===== src/dpo_pkg.sv =====
// Constants and types shared by the parallel output port
package dpo_pkg;
  localparam int CLK_PERIOD_NS = 50;
  localparam int STRAP_WAIT_NS = 1000;
  localparam int STRAP_CYC = (STRAP_WAIT_NS + CLK_PERIOD_NS - 1) / CLK_PERIOD_NS;
  localparam int STRAP_CW = $clog2(STRAP_CYC + 1);
  localparam logic [1:0] FILT_MIN_PULSE = 2'h3;
  localparam logic [7:0] RATE_WINDOW = 8'h82;
  localparam int DE_HS_MAX_TRANS = 2;
  localparam int VS_MAX_TRANS = 1;
  localparam int DATA_W = 24;
  localparam int CAP_W = 27;
  localparam int CAP_DE = 24;
  localparam int CAP_HS = 25;
  localparam int CAP_VS = 26;
  localparam int STRAP_CFG1_BIT = 22;
  localparam int STRAP_CFG0_BIT = 23;
  localparam int STRAP_LF_BIT = 20;
  localparam int STRAP_OSS_BIT = 18;
  localparam int STRAP_RFB_BIT = 17;
  localparam logic [7:0] ADDR_CTRL = 8'h00;
  localparam logic [7:0] ADDR_STATUS = 8'h04;
  localparam logic [7:0] ADDR_INT_STAT = 8'h08;
  localparam logic [7:0] ADDR_INT_MASK = 8'h0C;
  localparam int CTRL_LF_OVR = 0;
  localparam int CTRL_LF_VAL = 1;
  localparam int CTRL_RFB_OVR = 2;
  localparam int CTRL_RFB_VAL = 3;
  localparam int CTRL_OSS_OVR = 4;
  localparam int CTRL_OSS_VAL = 5;
  localparam logic [5:0] CTRL_RST = 6'h00;
  localparam int INT_LOCK = 0;
  localparam int INT_BIST = 1;
  localparam int INT_DROP = 2;
  localparam int INT_RATE = 3;
  localparam logic [3:0] INT_MASK_RST = 4'h0;
  typedef enum logic [1:0] {DPO_MODE_FILT_OFF, DPO_MODE_FILT_ON, DPO_MODE_LEGACY_A, DPO_MODE_LEGACY_B} dpo_mode_t;
  typedef enum logic {DPO_PH_STRAP, DPO_PH_RUN} dpo_phase_t;
endpackage


===== src/dpo_ctl_if.sv =====
// Carrier between the output port and one control-signal filter
`timescale 1ns/1ps
interface dpo_ctl_if;
  logic stb;
  logic raw;
  logic filt_en;
  logic fwd;
  logic drop;
  logic viol;
  modport filt (input stb, input raw, input filt_en, output fwd, output drop, output viol);
  modport port (output stb, output raw, output filt_en, input fwd, input drop, input viol);
endinterface


===== src/dpo_ctl_filter.sv =====
// Control-signal pulse filter and transition-rate limiter
`timescale 1ns/1ps
module dpo_ctl_filter
  import dpo_pkg::*;
#(
  parameter int MAX_TRANS = 2
)
(
  input wire logic MCLK,
  input wire logic RESET_N,
  dpo_ctl_if.filt ctl
);
  // ****************************************
  // State
  // ****************************************
  typedef struct packed {
    logic fwd;
    logic [1:0] run;
    logic [7:0] age_a;
    logic [7:0] age_b;
  } dpo_filt_t;

  localparam dpo_filt_t FILT_RST = '{fwd: 1'b0, run: 2'h0, age_a: RATE_WINDOW, age_b: RATE_WINDOW};

  dpo_filt_t q;
  dpo_filt_t d;
  logic want;
  logic gate_ok;
  logic [7:0] gate_age;

  function automatic logic [7:0] sat_age(input logic [7:0] a);
    sat_age = (a >= RATE_WINDOW) ? RATE_WINDOW : a + 8'h01;
  endfunction

  assign gate_age = (MAX_TRANS == 1) ? q.age_a : q.age_b;
  assign gate_ok = gate_age >= RATE_WINDOW;
  assign ctl.fwd = q.fwd;

  // ****************************************
  // Next state
  // ****************************************
  always_comb
  begin
    d = q;
    want = 1'b0;
    ctl.drop = 1'b0;
    ctl.viol = 1'b0;
    if (ctl.stb)
    begin
      d.age_a = sat_age(q.age_a);
      d.age_b = sat_age(q.age_b);
      if (ctl.raw == q.fwd)
      begin
        ctl.drop = ctl.filt_en && (q.run != 2'h0);
        d.run = 2'h0;
      end
      else
      begin
        d.run = (q.run == FILT_MIN_PULSE) ? q.run : q.run + 2'h1;
        want = ctl.filt_en ? (d.run >= FILT_MIN_PULSE) : 1'b1;
      end
      if (want && gate_ok)
      begin
        d.fwd = ctl.raw;
        d.run = 2'h0;
        d.age_a = 8'h00;
        d.age_b = q.age_a;
      end
      else if (want)
      begin
        ctl.viol = 1'b1;
      end
    end
  end

  always_ff @(posedge MCLK or negedge RESET_N)
  begin
    if (!RESET_N)
      q <= FILT_RST;
    else
      q <= d;
  end
endmodule


===== src/dpo_parallel_out.sv =====
// Parallel output port of the serial-link deserializer
//
// Local design decisions: the register offsets and the plain strobed port.
`timescale 1ns/1ps
module dpo_parallel_out
  import dpo_pkg::*;
(
  input wire logic MCLK,
  input wire logic RESET_N,
  input wire logic POWER_DOWN_N,
  input wire logic PLL_LOCKED,
  input wire logic LINK_CLK,
  input wire logic [DATA_W-1:0] RX_DATA,
  input wire logic RX_DE,
  input wire logic RX_HS,
  input wire logic RX_VS,
  input wire logic BIST_EN,
  input wire logic RX_ERROR,
  input wire logic SSCG_EN,
  input wire logic [DATA_W-1:0] DO_IN,
  output logic [DATA_W-1:0] DO_OUT,
  output logic [DATA_W-1:0] DO_OE,
  output logic DATA_ENABLE_OUT,
  output logic HSYNC_OUT,
  output logic VSYNC_OUT,
  output logic PIXEL_CLOCK_OUT,
  output logic CTRL_OE,
  output logic LOCK_OUT,
  output logic PASS_OUT,
  output logic SPREAD_LOW_RANGE,
  output logic IRQ,
  input wire logic [7:0] ADDR,
  input wire logic [31:0] WDATA,
  input wire logic WR,
  input wire logic RD,
  output logic [31:0] RDATA
);
  // ****************************************
  // State
  // ****************************************
  typedef struct packed {
    dpo_phase_t phase;
    logic [STRAP_CW-1:0] scnt;
    logic [2:0] lk;
    logic pdn1;
    logic pdn2;
    logic lok1;
    logic lok2;
    logic bist1;
    logic bist2;
    logic err1;
    logic err2;
    logic ssc1;
    logic ssc2;
    logic [CAP_W-1:0] rx1;
    logic [CAP_W-1:0] rx2;
    logic [DATA_W-1:0] din1;
    logic [DATA_W-1:0] din2;
    logic [CAP_W-1:0] cap;
    logic [1:0] mode;
    logic s_lf;
    logic s_oss;
    logic s_rfb;
    logic [5:0] ctrl;
    logic [3:0] ists;
    logic [3:0] imask;
    logic [DATA_W-1:0] dout;
    logic doe;
    logic de;
    logic hs;
    logic vs;
    logic pck;
    logic coe;
    logic lock;
    logic pass;
    logic lowr;
    logic [31:0] rdata;
  } dpo_state_t;

  localparam dpo_state_t STATE_RST = '{phase: DPO_PH_STRAP, ctrl: CTRL_RST, imask: INT_MASK_RST,
                                       pass: 1'b1, default: '0};

  dpo_state_t q;
  dpo_state_t d;
  logic rise;
  logic fall;
  logic running;
  logic awake;
  logic launch;
  logic lf_eff;
  logic rfb_eff;
  logic oss_eff;
  logic [3:0] ev;
  logic [3:0] ists_clr;

  dpo_ctl_if ctl_de();
  dpo_ctl_if ctl_hs();
  dpo_ctl_if ctl_vs();

  // ****************************************
  // Link clock edges and wake state
  // ****************************************
  assign rise = q.lk[1] & ~q.lk[2];
  assign fall = ~q.lk[1] & q.lk[2];
  assign running = q.phase == DPO_PH_RUN;
  // Awake only when powered and locked
  assign awake = running && q.pdn2 && q.lok2;
  assign lf_eff = q.ctrl[CTRL_LF_OVR] ? q.ctrl[CTRL_LF_VAL] : q.s_lf;
  assign rfb_eff = q.ctrl[CTRL_RFB_OVR] ? q.ctrl[CTRL_RFB_VAL] : q.s_rfb;
  assign oss_eff = q.ctrl[CTRL_OSS_OVR] ? q.ctrl[CTRL_OSS_VAL] : q.s_oss;
  assign launch = rfb_eff ? fall : rise;

  // ****************************************
  // Control filters
  // ****************************************
  assign ctl_de.stb = fall && running;
  assign ctl_hs.stb = fall && running;
  assign ctl_vs.stb = fall && running;
  assign ctl_de.raw = q.cap[CAP_DE];
  assign ctl_hs.raw = q.cap[CAP_HS];
  assign ctl_vs.raw = q.cap[CAP_VS];
  assign ctl_de.filt_en = q.mode == DPO_MODE_FILT_ON;
  assign ctl_hs.filt_en = q.mode == DPO_MODE_FILT_ON;
  assign ctl_vs.filt_en = 1'b0;

  dpo_ctl_filter #(.MAX_TRANS(DE_HS_MAX_TRANS)) u_filt_de
  (
    .MCLK(MCLK),
    .RESET_N(RESET_N),
    .ctl(ctl_de)
  );

  dpo_ctl_filter #(.MAX_TRANS(DE_HS_MAX_TRANS)) u_filt_hs
  (
    .MCLK(MCLK),
    .RESET_N(RESET_N),
    .ctl(ctl_hs)
  );

  dpo_ctl_filter #(.MAX_TRANS(VS_MAX_TRANS)) u_filt_vs
  (
    .MCLK(MCLK),
    .RESET_N(RESET_N),
    .ctl(ctl_vs)
  );

  // ****************************************
  // Next state
  // ****************************************
  always_comb
  begin
    d = q;
    d.lk = {q.lk[1:0], LINK_CLK};
    d.pdn1 = POWER_DOWN_N;
    d.pdn2 = q.pdn1;
    d.lok1 = PLL_LOCKED;
    d.lok2 = q.lok1;
    d.bist1 = BIST_EN;
    d.bist2 = q.bist1;
    d.err1 = RX_ERROR;
    d.err2 = q.err1;
    d.ssc1 = SSCG_EN;
    d.ssc2 = q.ssc1;
    d.rx1 = {RX_VS, RX_HS, RX_DE, RX_DATA};
    d.rx2 = q.rx1;
    d.din1 = DO_IN;
    d.din2 = q.din1;
    case (q.phase)
      DPO_PH_STRAP:
      begin
        d.doe = 1'b0;
        d.coe = 1'b0;
        if (q.scnt == STRAP_CW'(STRAP_CYC))
        begin
          d.mode = {q.din2[STRAP_CFG1_BIT], q.din2[STRAP_CFG0_BIT]};
          d.s_lf = q.din2[STRAP_LF_BIT];
          d.s_oss = q.din2[STRAP_OSS_BIT];
          d.s_rfb = q.din2[STRAP_RFB_BIT];
          d.phase = DPO_PH_RUN;
        end
        else
        begin
          d.scnt = q.scnt + 1'b1;
        end
      end
      DPO_PH_RUN:
      begin
        if (awake)
        begin
          d.doe = 1'b1;
          d.coe = 1'b1;
        end
        else
        begin
          d.doe = oss_eff;
          d.coe = oss_eff;
        end
      end
      default:
      begin
        d.phase = DPO_PH_STRAP;
      end
    endcase
    if (fall && running)
    begin
      d.cap = q.rx2;
    end
    if (!awake)
    begin
      d.dout = '0;
      d.de = 1'b0;
      d.hs = 1'b0;
      d.vs = 1'b0;
      d.pck = 1'b0;
    end
    else
    begin
      d.pck = q.lk[1];
      if (launch)
      begin
        d.dout = q.cap[DATA_W-1:0];
        d.de = ctl_de.fwd;
        d.hs = ctl_hs.fwd;
        d.vs = ctl_vs.fwd;
      end
    end
    d.lock = awake;
    if (!q.bist2)
      d.pass = 1'b1;
    else if (q.err2)
      d.pass = 1'b0;
    d.lowr = q.ssc2 & lf_eff;
    ev = '0;
    ev[INT_LOCK] = d.lock != q.lock;
    ev[INT_BIST] = q.pass & ~d.pass;
    ev[INT_DROP] = ctl_de.drop | ctl_hs.drop;
    ev[INT_RATE] = ctl_de.viol | ctl_hs.viol | ctl_vs.viol;
    ists_clr = '0;
    if (WR)
    begin
      case (ADDR)
        ADDR_CTRL: d.ctrl = WDATA[5:0];
        ADDR_INT_STAT: ists_clr = WDATA[3:0];
        ADDR_INT_MASK: d.imask = WDATA[3:0];
        default: d.ctrl = q.ctrl;
      endcase
    end
    d.ists = (q.ists & ~ists_clr) | ev;
    d.rdata = '0;
    if (RD)
    begin
      case (ADDR)
        ADDR_CTRL: d.rdata = {26'h0000000, q.ctrl};
        ADDR_STATUS: d.rdata = {24'h000000, running, oss_eff, rfb_eff, lf_eff, q.pass, q.lock, q.mode};
        ADDR_INT_STAT: d.rdata = {28'h0000000, q.ists};
        ADDR_INT_MASK: d.rdata = {28'h0000000, q.imask};
        default: d.rdata = '0;
      endcase
    end
  end

  always_ff @(posedge MCLK or negedge RESET_N)
  begin
    if (!RESET_N)
      q <= STATE_RST;
    else
      q <= d;
  end

  // ****************************************
  // Outputs
  // ****************************************
  assign DO_OUT = q.dout;
  assign DO_OE = {DATA_W{q.doe}};
  assign DATA_ENABLE_OUT = q.de;
  assign HSYNC_OUT = q.hs;
  assign VSYNC_OUT = q.vs;
  assign PIXEL_CLOCK_OUT = q.pck;
  assign CTRL_OE = q.coe;
  assign LOCK_OUT = q.lock;
  assign PASS_OUT = q.pass;
  assign SPREAD_LOW_RANGE = q.lowr;
  assign IRQ = |(q.ists & q.imask);
  assign RDATA = q.rdata;
endmodule


===== config.mk =====
export PLATFORM = sky130hd
export DESIGN_NAME = dpo_parallel_out
export DESIGN_NICKNAME = d
export VERILOG_FILES = /design/src/dpo_pkg.sv /design/src/dpo_ctl_if.sv /design/src/dpo_ctl_filter.sv /design/src/dpo_parallel_out.sv
export SDC_FILE = /design/constraint.sdc
export NUM_CORES = 1
export LEC_CHECK = 0
export BUFFER_PORTS_ARGS = -buffer_cell sky130_fd_sc_hd__buf_2
export CORE_MARGIN = 2
export CORE_UTILIZATION = 30
export CTS_CLUSTER_DIAMETER = 60
export DETAILED_ROUTE_END_ITERATION = 8
export PLACE_DENSITY_LB_ADDON = 0.08
export SETUP_SLACK_MARGIN = 0.5
export SKIP_LAST_GASP = 1
export SYNTH_ARGS = -nofsm -noshare
export SYNTH_HDL_FRONTEND = slang
export SYNTH_SLANG_ARGS = --single-unit

===== constraint.sdc =====
create_clock -name MCLK -period 5.28 [get_ports MCLK]
set_input_delay 0.792 -clock MCLK [delete_from_list [all_inputs] [get_ports MCLK]]
set_output_delay 0.792 -clock MCLK [all_outputs]
set_load 0.01 [all_outputs]

==> metrics.cfg <==
[outcome]
run_status=complete, no violations

[cts]
clock_latency_ps=520
cts-buffers-inserted=25
htreeDepth=1
cts-root-buf=clkbuf_16
ctsHoldBuffers=0
numClockSinks=216
clk_path_buf_depth=3
clk_pin_slew_ps=60
cts_resized=0
postCtsSetupBuffers=0
cts_tree=yes

[die]
io_pins=190
fp.dieH_um=178
core_mm2=0.0298
die_area_mm2=0.0318
die_w_um=178
rows=63
initial_core_util_pct=30.6

[grt]
gr-total-overflow=0
grt_pass1_vias=5867
grt_pass1_wl_um=30800
groute.usage.overall_pct=11.9
antenna_found_initial=0
grt_start_max_net_pins=113

[routing]
antenna_left=0
firstDrtPassIters=4
route.detailed.drc=0
wirelength_um=18500
wl_per_cell_um=14.7
vias=5561
avgViaCountPerCell=4.41
drtIter0Drc=371

[finish]
stdcell_area_mm2=0.0104
diodes=0
multi_input_area_mm2=0.00292
final_cells=1260
drive_gt1_share_pct=24.6
seqCellArea_mm2=0.00542
area_growth_pct=14.5
fin_nets=967
post-route-util_pct=35.0
nFillCells=2946

[synth]
seq_area_frac_synth_pct=59.4
post_synth_num_cell_types=73
synth_area_leader_cell=dfrtp_1
syn_area_mm2=0.00912
yosys-top-cells-area=dfrtp_1 (56%), buf_4 (6.7%), nand2_1 (5.4%)
synthTopCellsByCount=dfrtp_1 (205), nand2_1 (131), buf_4 (81)
yosys_warnings=0
syn_avg_cell_area_um2=11.6
ys.flop_type=dfrtp_1
synth.ff_latch_count=216
yosysMostFrequentCell=dfrtp_1
synthCells=787
synth_top_area_share_pct=56.2
synthArstFlopShare_pct=100
synth_edf_count=0

[timing]
fmax_mhz=439
fin_crit_ps=2280
hold_violations=0
max_slew_margin_pct=30.5
maxSlewViolCount=0
finalSetupViolations=0
period_share_pct=43.2
tightest_slew_ps=1040
skew_ps=10.3
fin_tns_setup_ps=0
rsz0062_at_grt=false

[power]
pwr-share-seq_pct=48.2
leakage_nw=4.89
ir_worst_vdd_v=0.000168
power_density_mw_per_mm2=392
swShare_pct=26.0
power.share.clock_pct=40.8
switchingPower_mw=1.06
power_frac_comb_pct=11.0
internal-power_mw=3.03

[min_path]
hold_class=reg -> reg

[critical_path]
worstPathBufferInverterCount=1
max_stage_delay_ps=600
crit_arrival_ps=2720
critPathRequiredTime_ps=5720
end_kind=flip-flop
critical_path_class=reg -> reg
start_kind=flip-flop
worstPathMaxFanout=6
crit_family=compound AO/OA/AOI/OAI gates
crit_path_top_delay_cell=o21ai_0
crit_chain=inv_1 -> ha_1 -> or3_1 -> o21ai_0 -> a222oi_1 -> o2bb2ai_1

[place]
port_buffers=120
place.gp.congestion=0.771
dpl_cell_area_mm2=0.00965
dp_hpwl_um=12000
placed_cells=1217

[flow_run]
drv_cap=0

-- cells in the final DEF (no fill, tap or decap), types with 3 or more instances in the layout --
master,count
dfrtp_1,205
nand2_1,131
buf_2,119
inv_1,41
mux2i_1,32
clkbuf_16,25
conb_1,24
mux2_2,19
nand4_1,19
o21ai_0,18
nand3_1,18
a21oi_1,17
nor2_1,16
and3_1,12
xor2_1,12
ha_1,12
dfstp_2,11
xnor2_1,8
clkbuf_1,7
nor3_1,6
a22o_1,5
nor2b_1,5
nor3b_1,5
o311ai_1,5
buf_4,5
and2_1,4
mux4_2,4
a21o_1,4
a211oi_1,4
clkbuf_8,4
o2bb2ai_1,3
or4_1,3
a22oi_1,3
o21a_1,3
clkinv_2,3
clkinv_4,3
-- worst paths after layout --
path                                                   start                                end  slack (ps)  depth (start not counted)
min reg2reg                                 d[213]$_DFF_PN0_                   q[213]$_DFF_PN0_         340                          0
max in group asynchronous                            RESET_N  u_filt_de.gate_age[3]$_DFFE_PN0P_        3770                          2
max reg2reg                u_filt_hs.gate_age[0]$_DFFE_PN0P_                    q[72]$_DFF_PN0_        3000                          6
min                                         d[213]$_DFF_PN0_                   q[213]$_DFF_PN0_         340                          0
min in group asynchronous                            RESET_N        u_filt_hs.q[12]$_DFFE_PN0P_         400                          1
max                        u_filt_hs.gate_age[0]$_DFFE_PN0P_                    q[72]$_DFF_PN0_        3000                          6
-- state kept, by name, indices dropped and copies added, names as in the netlist, 8 cells and up --
register and count:
q 86, d 39, DO_OUT 24, u_filt_de.q 10
u_filt_hs.q 10, RDATA 8, u_filt_de.gate_age 8, u_filt_hs.gate_age 8
u_filt_vs.gate_age 8
-- area by class of cell --
cell class,instances,share of cell area [%]
Inverter,41,1.47
Clock buffer,35,6.64
Timing Repair Buffer,126,6.39
Tap cell,390,4.67
Clock inverter,8,0.971
Sequential cell,216,51.9
Multi-Input combinational cell,444,28.0
-- metal layers --
layer  up-vias  part of all wire (%)  global-route usage, %
met5         -                     0                      0
met4         0                   2.2                   3.42
met3        36                   4.3                   2.41
met2        95                    46                   18.9
met1      2724                    47                   16.6
li1       2706                     -                      -
-- cells by family (layout without fill, tap and decap cells) --
| group | after synthesis | in the layout | share of synthesized area, % |
|---|---|---|---|
| AOI/OAI and AO/OA | 91 | 91 | 7.76 |
| muxes | 56 | 56 | 6.97 |
| DFF | 216 | 216 | 59.4 |
| buffers and inverters | 150 | 210 | 9.56 |
| other | 1 | 24 | 0.0411 |
| adders and majority gates | 12 | 12 | 1.65 |
| and+or+nand+nor | 241 | 241 | 12.7 |
| xor gates and xnor gates | 20 | 20 | 1.92 |
-- power by group through the flow --
stage | combinational [mW] | clock (mW) | sequential (mW)
2_1_floorplan | 0.355 | 0 | 1.96
3_3_place_gp | 0.446 | 0 | 2.00
3_5_place_dp | 0.458 | 0 | 2.00
4_1_cts | 0.459 | 1.74 | 1.97
5_1_grt | 0.519 | 1.81 | 2.00
6_report | 0.449 | 1.67 | 1.97
-- stage by stage --
stage | power (mW) | hold WS, ps | setup slack [ps]
2_1_floorplan | 2.31 | 331 | 3200
3_3_place_gp | 2.44 | 333 | 2940
3_5_place_dp | 2.46 | 335 | 2950
4_1_cts | 4.18 | 344 | 2990
5_1_grt | 4.33 | 350 | 2790
6_report | 4.09 | 342 | 3000
Note: power is estimated with default switching activity, not from simulation.
